**src/include/swd_pkg.sv**
```systemverilog
package swd_pkg;

  // ==========================================================================
  // Channel count and timing
  // ==========================================================================
  localparam int unsigned NCH            = 4;
  localparam int unsigned CLK_MHZ        = 125;
  localparam int unsigned REPROBE_MS     = 100;
  localparam int unsigned REPROBE_CYCLES = REPROBE_MS * 1000 * CLK_MHZ;
  localparam int unsigned RETRY_US       = 1000;
  localparam int unsigned RETRY_CYCLES   = RETRY_US * CLK_MHZ;
  localparam int unsigned PROBE_US       = 20;
  localparam int unsigned PROBE_CYCLES   = PROBE_US * CLK_MHZ;
  localparam int unsigned CNT_W          = 24;

  typedef logic [CNT_W-1:0] swd_cnt_t;

  // ==========================================================================
  // Register offsets (byte addresses)
  // ==========================================================================
  localparam logic [7:0] ADDR_CTRL   = 8'h00;
  localparam logic [7:0] ADDR_WBCFG  = 8'h04;
  localparam logic [7:0] ADDR_MASK   = 8'h08;
  localparam logic [7:0] ADDR_FLAGS  = 8'h0c;
  localparam logic [7:0] ADDR_STATUS = 8'h10;

  // ==========================================================================
  // Field positions
  // ==========================================================================
  localparam int unsigned CTRL_EN_LSB    = 0;
  localparam int unsigned CTRL_RETRY_BIT = 4;
  localparam int unsigned CTRL_DIAG_BIT  = 5;
  localparam int unsigned WB_REQ_LSB     = 0;
  localparam int unsigned WB_ONDIAG_LSB  = 4;
  localparam int unsigned WB_OFFEN_LSB   = 8;
  localparam int unsigned WB_THD_LSB     = 12;
  localparam int unsigned MASK_THERM     = 0;
  localparam int unsigned MASK_ILIM      = 1;
  localparam int unsigned MASK_WBON      = 2;
  localparam int unsigned MASK_OFF       = 3;
  localparam int unsigned FL_THERM_LSB   = 0;
  localparam int unsigned FL_ILIM_LSB    = 4;
  localparam int unsigned FL_WBON_LSB    = 8;
  localparam int unsigned FL_OFF_LSB     = 12;
  localparam int unsigned ST_OUT_LSB     = 0;
  localparam int unsigned ST_FAULT_BIT   = 4;
  localparam int unsigned ST_SENSE_LSB   = 8;

  // ==========================================================================
  // Reset values
  // ==========================================================================
  localparam logic       RST_RETRY_DIS = 1'b0;
  localparam logic       RST_DIAG_EN   = 1'b1;
  localparam logic [3:0] RST_MASK      = 4'h0;

  // ==========================================================================
  // Channel states
  // ==========================================================================
  typedef enum logic [2:0] {
    CH_OFF,
    CH_ON,
    CH_CLAMP,
    CH_SHUT,
    CH_LATCHED,
    CH_RECOVER
  } swd_ch_e;

endpackage : swd_pkg

```
**src/rtl/swd_diag.sv**
```systemverilog
// Our own choices: the register offsets and the APB register port.
`timescale 1ns/1ps
// Contract
// - Listed fault sources drive fault pin unless masked
// - Current limit clamps until thermal shutdown, then off
// - Latched mode holds channel off until enable toggles
// - Auto-retry after fault cleared and retry time
// - After retry, fault held until output near supply
// - Short to ground keeps sense fault asserted
// - On-state probe enables high-resistance path briefly
// - Probe repeats every 100ms while request high
// - Toggling the request starts a new probe
// - Probe needs both enables; open sets flag
// - Three-bit selector sets probe current threshold
// - Pull-up source driven by diagnostic enable
// - Off-state detection only while enable low
// - Off-state open reaches fault pin regardless
// - Off-state sense report needs off-state enable
// - Off-state indication tracks present comparator
// - Off-state indication cleared by disable or enable rise
// - Channels shut down independently of each other
module swd_diag #(
  parameter int unsigned REPROBE_CYCLES = swd_pkg::REPROBE_CYCLES,
  parameter int unsigned RETRY_CYCLES   = swd_pkg::RETRY_CYCLES
) (
  // Clock and reset
  input  wire logic        pclk,
  input  wire logic        presetn,
  // APB slave
  input  wire logic [7:0]  paddr,
  input  wire logic        psel,
  input  wire logic        penable,
  input  wire logic        pwrite,
  input  wire logic [31:0] pwdata,
  output logic      [31:0] prdata,
  output logic             pready,
  output logic             pslverr,
  // Analog monitors, one bit per channel
  input  wire logic [3:0]  thermal_fault,
  input  wire logic [3:0]  current_limit_hit,
  input  wire logic [3:0]  out_near_supply,
  input  wire logic [3:0]  offstate_open_threshold,
  input  wire logic [3:0]  onstate_open_detect,
  // Switch and diagnostic controls
  output logic      [3:0]  channel_output,
  output logic      [3:0]  current_clamp,
  output logic      [3:0]  highres_probe,
  output logic      [11:0] onstate_wirebreak_threshold_sel,
  output logic      [3:0]  diag_current_source_enable,
  output logic      [3:0]  sense_enable,
  output logic      [3:0]  sense_out,
  output logic             fault_out_n
);

  // ==========================================================================
  // State
  // ==========================================================================
  localparam swd_pkg::swd_cnt_t PROBE_LEN    = swd_pkg::swd_cnt_t'(swd_pkg::PROBE_CYCLES);
  localparam swd_pkg::swd_cnt_t REPROBE_LAST = swd_pkg::swd_cnt_t'(REPROBE_CYCLES - 1);
  localparam swd_pkg::swd_cnt_t RETRY_LAST   = swd_pkg::swd_cnt_t'(RETRY_CYCLES - 1);

  typedef struct packed {
    logic [3:0]                           en;
    logic [3:0]                           en_prev;
    logic                                 retry_dis;
    logic                                 diag_en;
    logic [3:0]                           wb_req;
    logic [3:0]                           wb_req_prev;
    logic [3:0]                           onstate_wirebreak_request_diag;
    logic [3:0]                           wb_off_en;
    logic [11:0]                          thd;
    logic [3:0]                           mask;
    logic [3:0]                           wbon_flag;
    logic [3:0]                           off_ind;
    swd_pkg::swd_ch_e [3:0]               st;
    logic [3:0][swd_pkg::CNT_W-1:0]       cnt;
    logic [31:0]                          prdata;
    logic                                 pslverr;
  } swd_state_s;

  swd_state_s q;
  swd_state_s d;

  logic       wr_en;
  logic       rd_setup;
  logic       wr_ctrl;
  logic       wr_wbcfg;
  logic       wr_flags;
  logic       addr_ok;
  logic [3:0] f_therm;
  logic [3:0] f_ilim;
  logic [3:0] f_off;
  logic [3:0] en_rise;
  logic [3:0] req_toggle;

  // Counter step: wrap to zero or saturate at the last value
  function automatic swd_pkg::swd_cnt_t cnt_step(input swd_pkg::swd_cnt_t c,
                                                 input swd_pkg::swd_cnt_t last,
                                                 input logic wrap);
    if (c >= last) begin
      cnt_step = wrap ? '0 : last;
    end else begin
      cnt_step = c + swd_pkg::swd_cnt_t'(1);
    end
  endfunction : cnt_step

  // ==========================================================================
  // Bus decode
  // ==========================================================================
  assign pready     = 1'b1;
  assign wr_en      = psel & penable & pwrite;
  assign rd_setup   = psel & ~penable;
  assign wr_ctrl    = wr_en & (paddr == swd_pkg::ADDR_CTRL);
  assign wr_wbcfg   = wr_en & (paddr == swd_pkg::ADDR_WBCFG);
  assign wr_flags   = wr_en & (paddr == swd_pkg::ADDR_FLAGS);
  assign addr_ok    = (paddr == swd_pkg::ADDR_CTRL) | (paddr == swd_pkg::ADDR_WBCFG) |
                      (paddr == swd_pkg::ADDR_MASK) | (paddr == swd_pkg::ADDR_FLAGS) |
                      (paddr == swd_pkg::ADDR_STATUS);
  assign en_rise    = q.en & ~q.en_prev;
  assign req_toggle = q.wb_req ^ q.wb_req_prev;

  // ==========================================================================
  // Per-channel outputs
  // ==========================================================================
  always_comb begin
    for (int i = 0; i < 4; i++) begin
      channel_output[i] = (q.st[i] == swd_pkg::CH_ON) | (q.st[i] == swd_pkg::CH_CLAMP) |
                          (q.st[i] == swd_pkg::CH_RECOVER);
      current_clamp[i]  = (q.st[i] == swd_pkg::CH_CLAMP);
      f_ilim[i]         = current_clamp[i];
      f_therm[i]        = (q.st[i] == swd_pkg::CH_SHUT) | (q.st[i] == swd_pkg::CH_LATCHED) |
                          (q.st[i] == swd_pkg::CH_RECOVER);
      f_off[i]          = q.off_ind[i];
      highres_probe[i]  = (q.st[i] == swd_pkg::CH_ON) & q.onstate_wirebreak_request_diag[i] & q.diag_en &
                          (q.cnt[i] < PROBE_LEN);
      diag_current_source_enable[i] = ~q.en[i] & q.wb_off_en[i] & q.diag_en;
      // Sensing only once the output has risen after a retry
      sense_enable[i]   = (q.st[i] == swd_pkg::CH_ON) | (q.st[i] == swd_pkg::CH_CLAMP);
      sense_out[i]      = f_therm[i] | (q.off_ind[i] & q.wb_off_en[i]);
    end
    onstate_wirebreak_threshold_sel = q.thd;
  end

  // Only unmasked sources pull the pin low
  assign fault_out_n = ~(|(f_therm & {4{~q.mask[swd_pkg::MASK_THERM]}}) |
                         |(f_ilim & {4{~q.mask[swd_pkg::MASK_ILIM]}}) |
                         |(q.wbon_flag & {4{~q.mask[swd_pkg::MASK_WBON]}}) |
                         |(f_off & {4{~q.mask[swd_pkg::MASK_OFF]}}));
  assign prdata  = q.prdata;
  assign pslverr = q.pslverr;

  // ==========================================================================
  // Next state
  // ==========================================================================
  always_comb begin
    d             = q;
    d.en_prev     = q.en;
    d.wb_req_prev = q.wb_req;

    if (wr_ctrl) begin
      d.en        = pwdata[swd_pkg::CTRL_EN_LSB +: 4];
      d.retry_dis = pwdata[swd_pkg::CTRL_RETRY_BIT];
      d.diag_en   = pwdata[swd_pkg::CTRL_DIAG_BIT];
    end
    if (wr_wbcfg) begin
      d.wb_req     = pwdata[swd_pkg::WB_REQ_LSB +: 4];
      d.onstate_wirebreak_request_diag = pwdata[swd_pkg::WB_ONDIAG_LSB +: 4];
      d.wb_off_en  = pwdata[swd_pkg::WB_OFFEN_LSB +: 4];
      d.thd        = pwdata[swd_pkg::WB_THD_LSB +: 12];
    end
    if (wr_en && paddr == swd_pkg::ADDR_MASK) begin
      d.mask = pwdata[3:0];
    end

    // A probe hit in the clearing cycle survives the write-one-to-clear
    d.wbon_flag = q.wbon_flag & ~(wr_flags ? pwdata[swd_pkg::FL_WBON_LSB +: 4] : 4'h0);
    d.wbon_flag = d.wbon_flag | (highres_probe & onstate_open_detect);

    for (int i = 0; i < 4; i++) begin
      // Off-state comparator follows the output while disabled
      if (en_rise[i] || (wr_wbcfg && !pwdata[swd_pkg::WB_OFFEN_LSB + i])) begin
        d.off_ind[i] = 1'b0;
      end else if (!q.en[i]) begin
        d.off_ind[i] = offstate_open_threshold[i];
      end else begin
        d.off_ind[i] = 1'b0;
      end

      // Each channel runs its own machine on its own monitors
      case (q.st[i])
        swd_pkg::CH_OFF: begin
          if (q.en[i]) begin
            d.st[i]  = swd_pkg::CH_ON;
            d.cnt[i] = q.wb_req[i] ? '0 : PROBE_LEN;
          end
        end
        swd_pkg::CH_ON: begin
          if (thermal_fault[i]) begin
            d.st[i]  = q.retry_dis ? swd_pkg::CH_LATCHED : swd_pkg::CH_SHUT;
            d.cnt[i] = '0;
          end else if (current_limit_hit[i]) begin
            d.st[i] = swd_pkg::CH_CLAMP;
          end else if (req_toggle[i]) begin
            d.cnt[i] = '0;
          end else if (q.wb_req[i] || q.cnt[i] < PROBE_LEN) begin
            d.cnt[i] = cnt_step(q.cnt[i], REPROBE_LAST, 1'b1);
          end
        end
        swd_pkg::CH_CLAMP: begin
          if (thermal_fault[i]) begin
            d.st[i]  = q.retry_dis ? swd_pkg::CH_LATCHED : swd_pkg::CH_SHUT;
            d.cnt[i] = '0;
          end else if (!current_limit_hit[i]) begin
            d.st[i]  = swd_pkg::CH_ON;
            d.cnt[i] = q.wb_req[i] ? '0 : PROBE_LEN;
          end
        end
        swd_pkg::CH_SHUT: begin
          d.cnt[i] = cnt_step(q.cnt[i], RETRY_LAST, 1'b0);
          if (q.cnt[i] == RETRY_LAST && !thermal_fault[i]) begin
            d.st[i] = swd_pkg::CH_RECOVER;
          end
        end
        swd_pkg::CH_LATCHED: begin
          d.st[i] = swd_pkg::CH_LATCHED;
        end
        swd_pkg::CH_RECOVER: begin
          if (thermal_fault[i]) begin
            d.st[i]  = q.retry_dis ? swd_pkg::CH_LATCHED : swd_pkg::CH_SHUT;
            d.cnt[i] = '0;
          end else if (out_near_supply[i]) begin
            d.st[i]  = swd_pkg::CH_ON;
            d.cnt[i] = q.wb_req[i] ? '0 : PROBE_LEN;
          end
        end
        default: begin
          d.st[i] = swd_pkg::CH_OFF;
        end
      endcase

      // Enable low always wins; it is also what releases a latched channel
      if (!q.en[i]) begin
        d.st[i]  = swd_pkg::CH_OFF;
        d.cnt[i] = '0;
      end
    end

    // Read data captured in the setup cycle, stable through the access
    if (rd_setup) begin
      d.pslverr = ~addr_ok;
      case (paddr)
        swd_pkg::ADDR_CTRL: begin
          d.prdata = {26'h0, q.diag_en, q.retry_dis, q.en};
        end
        swd_pkg::ADDR_WBCFG: begin
          d.prdata = {8'h00, q.thd, q.wb_off_en, q.onstate_wirebreak_request_diag, q.wb_req};
        end
        swd_pkg::ADDR_MASK: begin
          d.prdata = {28'h0, q.mask};
        end
        swd_pkg::ADDR_FLAGS: begin
          d.prdata = {16'h0, f_off, q.wbon_flag, f_ilim, f_therm};
        end
        swd_pkg::ADDR_STATUS: begin
          d.prdata = {20'h0, sense_enable, 3'h0, fault_out_n, channel_output};
        end
        default: begin
          d.prdata = 32'h0;
        end
      endcase
    end
  end

  // ==========================================================================
  // Registers
  // ==========================================================================
  always_ff @(posedge pclk or negedge presetn) begin
    if (!presetn) begin
      q           <= '0;
      q.retry_dis <= swd_pkg::RST_RETRY_DIS;
      q.diag_en   <= swd_pkg::RST_DIAG_EN;
      q.mask      <= swd_pkg::RST_MASK;
    end else begin
      q <= d;
    end
  end

  // ==========================================================================
  // Checks
  // ==========================================================================
  for (genvar g = 0; g < 4; g++) begin : g_chk
    latched_fault_pin_a: assert property (@(posedge pclk) disable iff (!presetn)
      (q.st[g] == swd_pkg::CH_LATCHED && !q.mask[swd_pkg::MASK_THERM]) |-> !fault_out_n)
      else $error("latched channel without fault pin");

    clamp_then_off_a: assert property (@(posedge pclk) disable iff (!presetn)
      (q.st[g] == swd_pkg::CH_CLAMP && thermal_fault[g] && q.en[g]) |=> !channel_output[g])
      else $error("clamped channel stayed on after thermal shutdown");

    latch_hold_a: assert property (@(posedge pclk) disable iff (!presetn)
      (q.st[g] == swd_pkg::CH_LATCHED && q.en[g]) |=> !channel_output[g])
      else $error("latched channel turned on without enable toggle");

    retry_wait_a: assert property (@(posedge pclk) disable iff (!presetn)
      (q.st[g] == swd_pkg::CH_SHUT && q.cnt[g] < RETRY_LAST) |=> !channel_output[g])
      else $error("retry before interval expired");

    recover_sense_a: assert property (@(posedge pclk) disable iff (!presetn)
      (q.st[g] == swd_pkg::CH_RECOVER && !out_near_supply[g] && !thermal_fault[g] && q.en[g])
        |=> (sense_out[g] && !sense_enable[g]))
      else $error("sense fault dropped during grounded retry");

    // A window opened by the counter always starts at count zero
    probe_window_a: assert property (@(posedge pclk) disable iff (!presetn)
      ($rose(highres_probe[g]) && $stable(q.onstate_wirebreak_request_diag[g]) && $stable(q.diag_en)) |-> (q.cnt[g] == '0))
      else $error("probe path opened mid window");

    off_track_a: assert property (@(posedge pclk) disable iff (!presetn)
      (!q.en[g] && !en_rise[g] && !wr_wbcfg) |=> (q.off_ind[g] == $past(offstate_open_threshold[g])))
      else $error("off-state indication not tracking comparator");

    off_sense_a: assert property (@(posedge pclk) disable iff (!presetn)
      (q.off_ind[g] && !q.wb_off_en[g]) |-> (sense_out[g] == f_therm[g]))
      else $error("off-state sense report without enable");

    pullup_off_a: assert property (@(posedge pclk) disable iff (!presetn)
      diag_current_source_enable[g] |=> !channel_output[g])
      else $error("pull-up source active with channel on");
  end

endmodule : swd_diag

```
**config.mk**
```make
export PLATFORM = sky130hd
export DESIGN_NAME = swd_diag
export DESIGN_NICKNAME = d
export VERILOG_FILES = /design/src/include/swd_pkg.sv /design/src/rtl/swd_diag.sv
export SDC_FILE = /design/constraint.sdc
export NUM_CORES = 1
export LEC_CHECK = 0
export ABC_AREA = 1
export ABC_CLOCK_PERIOD_IN_PS = 2160
export BUFFER_PORTS_ARGS = -buffer_cell sky130_fd_sc_hd__buf_4
export CORE_ASPECT_RATIO = 1.75
export CORE_MARGIN = 2
export CORE_UTILIZATION = 60
export CTS_CLUSTER_SIZE = 8
export DETAILED_ROUTE_END_ITERATION = 7
export PLACE_DENSITY_LB_ADDON = 0.3
export SYNTH_ARGS = -nofsm -noshare
export SYNTH_HDL_FRONTEND = slang
export SYNTH_SLANG_ARGS = --single-unit
```
**constraint.sdc**
```tcl
create_clock -name pclk -period 2.16 [get_ports pclk]
set_clock_uncertainty 0.05 [all_clocks]
set_input_delay 0.432 -clock pclk [delete_from_list [all_inputs] [get_ports pclk]]
set_output_delay 0.432 -clock pclk [all_outputs]
set_load 0.1 [all_outputs]
```
==> metrics.yaml, run 1 <==
status:
  status: "finished with violations"
  failed_checks: "design-rule violations, negative setup slack"
timing:
  setup_ws_ps: -256
  drv_slew: 0
  fmaxAchievable_mhz: 414
  finalSetupTns_ps: -1330
  setup_viol: 13
  rsz0062_at_grt: "true"
  worst_slew_pin_slew_ps: 721
  period_minus_slack_ps: 2420
  post-route-period-util_pct: 112
  slew-limit-headroom_pct: 51.9
  finalHoldViolations: 0
cts:
  clockRootBuffer: "clkbuf_16"
  clock-sinks: 179
  h-tree-depth: 4
  clkTransAtPathRegs_ps: 70
  cts_tree: "done"
  clk_path_buf_depth: 2
  cts_made_buffers: 17
  insertion_delay_ps: 460
place:
  io_buffers: 118
  dp_hpwl_microns: 31500
  gp_congestion: 0.987
  post-place-ws_ps: 25.7
routing:
  drt_iter0_markers: 1299
  vias: 14200
  wirelength_microns: 44100
  first_pass_iters: 8
  routedWlPerCell_microns: 17.9
  drc: 4
  routed_via_density: 5.77
  ant_nets: 0
cells_and_area:
  diodes: 0
  fill_cells: 1524
  final_nets: 2268
  area_growth_pct: 29.1
  drive_above_1_share_pct: 24.5
critical_path:
  cp_max_fo: 5
  arrival_ps: 1930
  reg2reg_from: "q[136]$_DFFE_PN0P_"
  end_kind: "output port"
  cp-start-kind: "flip-flop"
  worstPathRequired_ps: 1680
  ff2ff_path_depth: 15
  r2r-end: "q[90]$_DFFE_PN0P_"
  critical_path_class: "reg -> out"
  rrSetupSlack_ps: 0
yosys:
  ys_ff_latch: 179
  synth_area_leaders: "dfrtp_1, nand2_1, nor2_1"
  synth_top_family_by_area: "simple AND/OR/NAND/NOR gates"
  synth_cells: 1949
  yosys.area_share.adder_pct: 0.394
  synth_xor_area_share_pct: 3.86
  synth_cell_types: 49
  synth_area_sq_um: 12700
  synth.yosys.seq_area_share_pct: 35.3
  synth_top_area_share_pct: 35.0
  synth-compound-area-share_pct: 9.00
  yosysWarnings: 0
  synth_largest_area_cell: "dfrtp_1"
  ys.flop_type: "dfrtp_1"
  synthArstFlopShare_pct: 100
  synth_edf_count: 0
  synthMuxAreaShare_pct: 0
  post_synth.cell_area_avg_sq_um: 6.52
  synth-simple-area-share_pct: 39.8
job:
  cap_viol_max_count: 0
floorplan:
  io_pins: 136
  start_util_pct: 61.0
  die-area_sq_um: 22400
  die_w_microns: 114
  rows: 70
  core_sq_um: 20800
  die_h_microns: 197
worst_hold_path:
  worstHoldPathType: "in -> reg"
  hp-start: "pwdata[18]"
  hold_depth: 3
  whs_endpoint: "onstate_wirebreak_threshold_sel[6]$_DFFE_PN0P_"
grt:
  grt_start_max_net_pins: 56
  grt_use_total_pct: 38.6
  grt_pass1_vias: 13800
  grt-ovfl-total: 0
  antenna_found_initial: 0
  grt_pass1_wl_microns: 67600
power:
  power_density_nw_per_um2: 443
  vdd.ir_drop.worst_mv: 0.517
  leakage_nw: 8.02
critical path: stages (launching register included):
cell,delay (ps)
dfrtp_1,420
inv_2,150
buf_12,120
nor2_4,40
nor2_4,150
nand2_1,80
o21bai_1,170
and2_4,200
buf_12,170
worst max path at each step:
stage	start	end	slack, ps
final	q[131]$_DFFE_PN0P_	fault_out_n	-260
after CTS	q[124]$_DFFE_PN0P_	highres_probe[3]	-240
after global placement	q[129]$_DFFE_PN0P_	fault_out_n	50
after global routing	q[133]$_DFFE_PN0P_	fault_out_n	-320
after detailed placement	q[130]$_DFFE_PN0P_	fault_out_n	30
after floorplan	q[181]$_DFFE_PN1P_	highres_probe[3]	-210
routing by layer:
layer  GRT usage, %  vias to the layer above  part of all wire, %
met4           27.6                        0                  8.7
met1           40.3                     6641                   34
met2           69.4                      713                   51
met5              0                        -                    0
met3           5.63                      246                  5.9
li1               -                     6619                    -
logic make-up (layout without fill, tap and decap cells):
family                   after synthesis  count (layout)
AO/OA/AOI/OAI                        202             202
XOR/XNOR                              56              56
adder cells (fa/ha/maj)                4               4
buffers and inverters                332             587
flip-flops                           179             179
other                                  2               9
AND/OR/NAND/NOR                     1174            1175
through the flow:
step	util, %	power [mW]	instances	instance area, sq um	hold WS [ps]
after CTS	75.8	7.26	2433	15800	125
final	78.7	7.28	2464	16400	131
after floorplan	-	3.83	1956	12900	86.4
after global routing	78.7	7.43	2464	16400	137
after detailed placement	68.7	4.07	2341	14300	328
after global placement	68.7	4.06	2341	14300	311
report_power, final:
part | leakage (nW) | internal, mW | switching, mW
clock | 0.287 | 1.65 | 1.57
sequential | 2.39 | 3.38 | 0.0228
combinational | 5.35 | 0.185 | 0.474
sequential cells by signal, indices dropped and copies added, names as in the netlist:
register                         flops
q                                  130
prdata                              24
onstate_wirebreak_threshold_sel     12
d                                    8
f_off                                4
pslverr                              1
layout make-up:
cell class                 count  area [sq um]  area share, %
inverter                     252           971           5.92
multi-input combinational   1446          7330           44.7
clock buffer                  17           425           2.59
sequential                   179          4500           27.4
clock inverter                15           161          0.984
timing repair buffer         303          2710           16.5
tap                          252           315           1.92
what timing repair did:
action / CTS / global route
buffers inserted: 59 / 30
gates cloned: 0 / 1
endpoints found under the hold margin: 36 / 0
pin swaps: 28 / 33
hold buffers: 1 / 0
setup endpoints to repair: 24 / 88
gates resized for setup: 124 / 100
cells in the mapped netlist, drive strengths merged (9+ instances only):
cell type / n
nand4: 32
inv: 251
nand3b: 11
buf: 71
nand2: 629
nand3: 141
clkbuf: 9
xor2: 51
nor3: 58
o211ai: 9
dfrtp: 178
a21oi: 39
o21ai: 120
nor2: 292
placed cells by master, fill, tap and decap left out, types with 38 or more instances in the layout:
cell,instances
nor3_1,44
nand2_1,588
nor2_1,231
buf_4,252
dfrtp_1,165
inv_1,212
xor2_1,51
o21ai_0,100
nand3_1,122
nor2_2,38
(Power assumes the default switching activity.)
==> inputs of run 2 (changes only) <==
- HOLD_SLACK_MARGIN: unset -> 0.03
- MAX_ROUTING_LAYER: unset -> met4
==> metrics.yaml, run 2 (same netlist as run 1, synthesis figures left out) <==
status:
  status: "finished with violations"
  failed_checks: "negative setup slack"
timing:
  period_minus_slack_ps: 2470  # +55.0 ps
  setup_viol: 23  # +10
  finalHoldViolations: 0  # unchanged
  drv_slew: 0  # unchanged
  fmaxAchievable_mhz: 405  # -2.2%
  worst_slew_pin_slew_ps: 877  # +156 ps
  rsz0062_at_grt: "true"
  holdWs_ps: 143  # +11.9 ps
  slew-limit-headroom_pct: 41.1  # -11 points
  setup_ws_ps: -311  # -55.0 ps
  post-route-period-util_pct: 114  # +2.5 points
cells_and_area:
  fill_cells: 1446  # -5.1%
  register_area_sq_um: 4500  # unchanged
  drive_above_1_share_pct: 25.0  # +0.45 points
  multiInputGateArea_sq_um: 7270  # -0.72%
  fin_util_pct: 79.3  # +0.61 points
  final_nets: 2280  # +0.53%
  final_cell_mix: "nand2_1, buf_4, nor2_1"
  area_growth_pct: 30.1
  regMostFlops: "q"
  fin_area_sq_um: 16500  # +0.78%
  diodes: 0  # unchanged
  mostFrequentLayoutCell: "nand2_1"
  largest_register_ff_count: 130  # unchanged
critical_path:
  crit_top_cell: "nand2_1"
  end_kind: "output port"
  worstPathRequired_ps: 1680  # about the same
  cp_top_family: "simple AND/OR/NAND/NOR gates"
  path_cells: "inv_4, nand2_1, nor2_4, nor3_4, nand2_1, o21bai_1, and2_4, buf_12"
  slowest_stage: "dfrtp_1"
  cp-start-kind: "flip-flop"
  critical_path_class: "reg -> out"
  cp_num_buf_inv: 2  # -1
  arrival_ps: 1990  # +60 ps
  cp_max_fo: 6  # +1
  max_stage_delay_ps: 390  # -30 ps
grt:
  gr-usage-met3_pct: 4.64  # -0.98 points
  grt_use_met2_pct: 69.6  # +0.11 points
  grt_pass1_wl_microns: 67500  # -0.14%
  grt-busiest-layer: "met2"
  grt_pass1_vias: 13900  # +0.83%
  grt_start_max_net_pins: 50  # -11%
  use_met1_pct: 39.9  # -0.33 points
  antenna_found_initial: 0  # unchanged
  grt-ovfl-total: 0  # unchanged
  grt_use_total_pct: 39.7  # +1.2 points
power:
  power_density_nw_per_um2: 435  # -1.9%
  leakage_nw: 8.03  # +0.12%
  vdd.ir_drop.worst_mv: 0.501  # -3.0%
routing:
  routedWlPerCell_microns: 18.7  # +4.7%
  first_pass_iters: 6  # -2
  drc: 0  # -4
  ant_nets: 0  # unchanged
  routed_via_density: 5.89  # +2.0%
  wirelength_microns: 46300  # +5.2%
  vias: 14600  # +2.5%
  drt_iter0_markers: 1173  # -9.7%
place:
  io_buffers: 118  # unchanged
  post-place-ws_ps: 17.3  # -8.44 ps
  post_dp_cell_area_sq_um: 14400  # +0.37%
  gp_congestion: 1.03  # +4.8%
  dp_hpwl_microns: 32300  # +2.3%
cts:
  h-tree-depth: 4  # unchanged
  clockRootBuffer: "clkbuf_16"
  cts_made_buffers: 17  # unchanged
  cts_tree: "done"
  insertion_delay_ps: 450  # about the same
  clock-sinks: 179  # unchanged
  clkTransAtPathRegs_ps: 70  # about the same
  clk_path_buf_depth: 2  # unchanged
floorplan:
  start_util_pct: 61.0  # unchanged
  die_w_microns: 114  # unchanged
  core_sq_um: 20800  # unchanged
  die_h_microns: 197  # unchanged
  rows: 70  # unchanged
  die-area_sq_um: 22400  # unchanged
  io_pins: 136  # unchanged
job:
  cap_viol_max_count: 0  # unchanged
worst_hold_path:
  worstHoldPathType: "in -> reg"
## run 2: cell types whose count changed in the layout (fill, tap and decap cells not counted), moves of 4 or more
cell      previous run  this run
o21ai_2              2         7
inv_4                2         6
inv_8                5         0
buf_4              252       248
buf_12              27        32
buf_6               20        32
clkinv_2             0         4
## run 2: worst register-to-register path: stages (launching register included)
cell      delay, ps
dfrtp_1         440
inv_2           100
nand2_2          70
buf_6           130
nor2_4          170
buf_6           130
buf_6           110
nand3b_1        130
nor2_4          180
nand2_2          80
nand2_4         140
nor2_8           70
buf_6           130
nand2_1         130
nand2_1          70
## run 2: stage by stage
| step | power [mW] | cells | setup TNS, ps |
|---|---|---|---|
| 2_1_floorplan | 3.83 | 1956 | -250 |
| 3_3_place_gp | 4.07 | 2348 | 0 |
| 3_5_place_dp | 4.07 | 2348 | 0 |
| 4_1_cts | 7.13 | 2439 | -1420 |
| 5_1_grt | 7.32 | 2476 | -6400 |
| 6_report | 7.20 | 2476 | -2660 |
## run 2: per-layer routing
metal / vias up / wire, microns
met5: - / 0
met4: 0 / 4520
li1: 6653 / -
met3: 348 / 3060
met1: 6717 / 15300
met2: 858 / 23400
## run 2: area by class of cell
type / count / share of cell area (%)
Multi-Input combinational cell: 1445 / 44.0
Sequential cell: 179 / 27.2
Timing Repair Buffer: 316 / 17.6
Inverter: 252 / 5.91
Clock buffer: 18 / 2.66
Tap cell: 252 / 1.91
Clock inverter: 14 / 0.764
## run 2: timing repair
action                                  CTS  global route
gates resized for setup                 121           131
endpoints found under the hold margin    46             0
buffers inserted                         58            39
gates cloned                              0             1
endpoints found under the setup margin   24            77
pin swaps                                29            44
hold buffers                              1             0
## run 2: power breakdown
part	leakage (nW)	switching, mW	internal [mW]
Sequential	2.39	0.0243	3.38
Clock	0.278	1.49	1.63
Combinational	5.37	0.480	0.190
Total	8.03	1.99	5.20
## run 2: worst paths after layout
| kind | slack (ps) | to | startpoint | cells past startpoint |
|---|---|---|---|---|
| min in group asynchronous | 460 | q[94]$_DFFE_PN0P_ | presetn | 2 |
| worst min register to register | 340 | q[175]$_DFF_PN0_ | d[175]$_DFFE_PN0P_ | 0 |
| worst min-delay path | 140 | onstate_wirebreak_threshold_sel[6]$_DFFE_PN0P_ | pwdata[18] | 3 |
| worst max-delay path | -310 | fault_out_n | q[140]$_DFFE_PN0P_ | 8 |
| worst max register to register | -60 | q[101]$_DFFE_PN0P_ | q[136]$_DFFE_PN0P_ | 14 |
| max in group asynchronous | 910 | q[181]$_DFFE_PN1P_ | presetn | 3 |
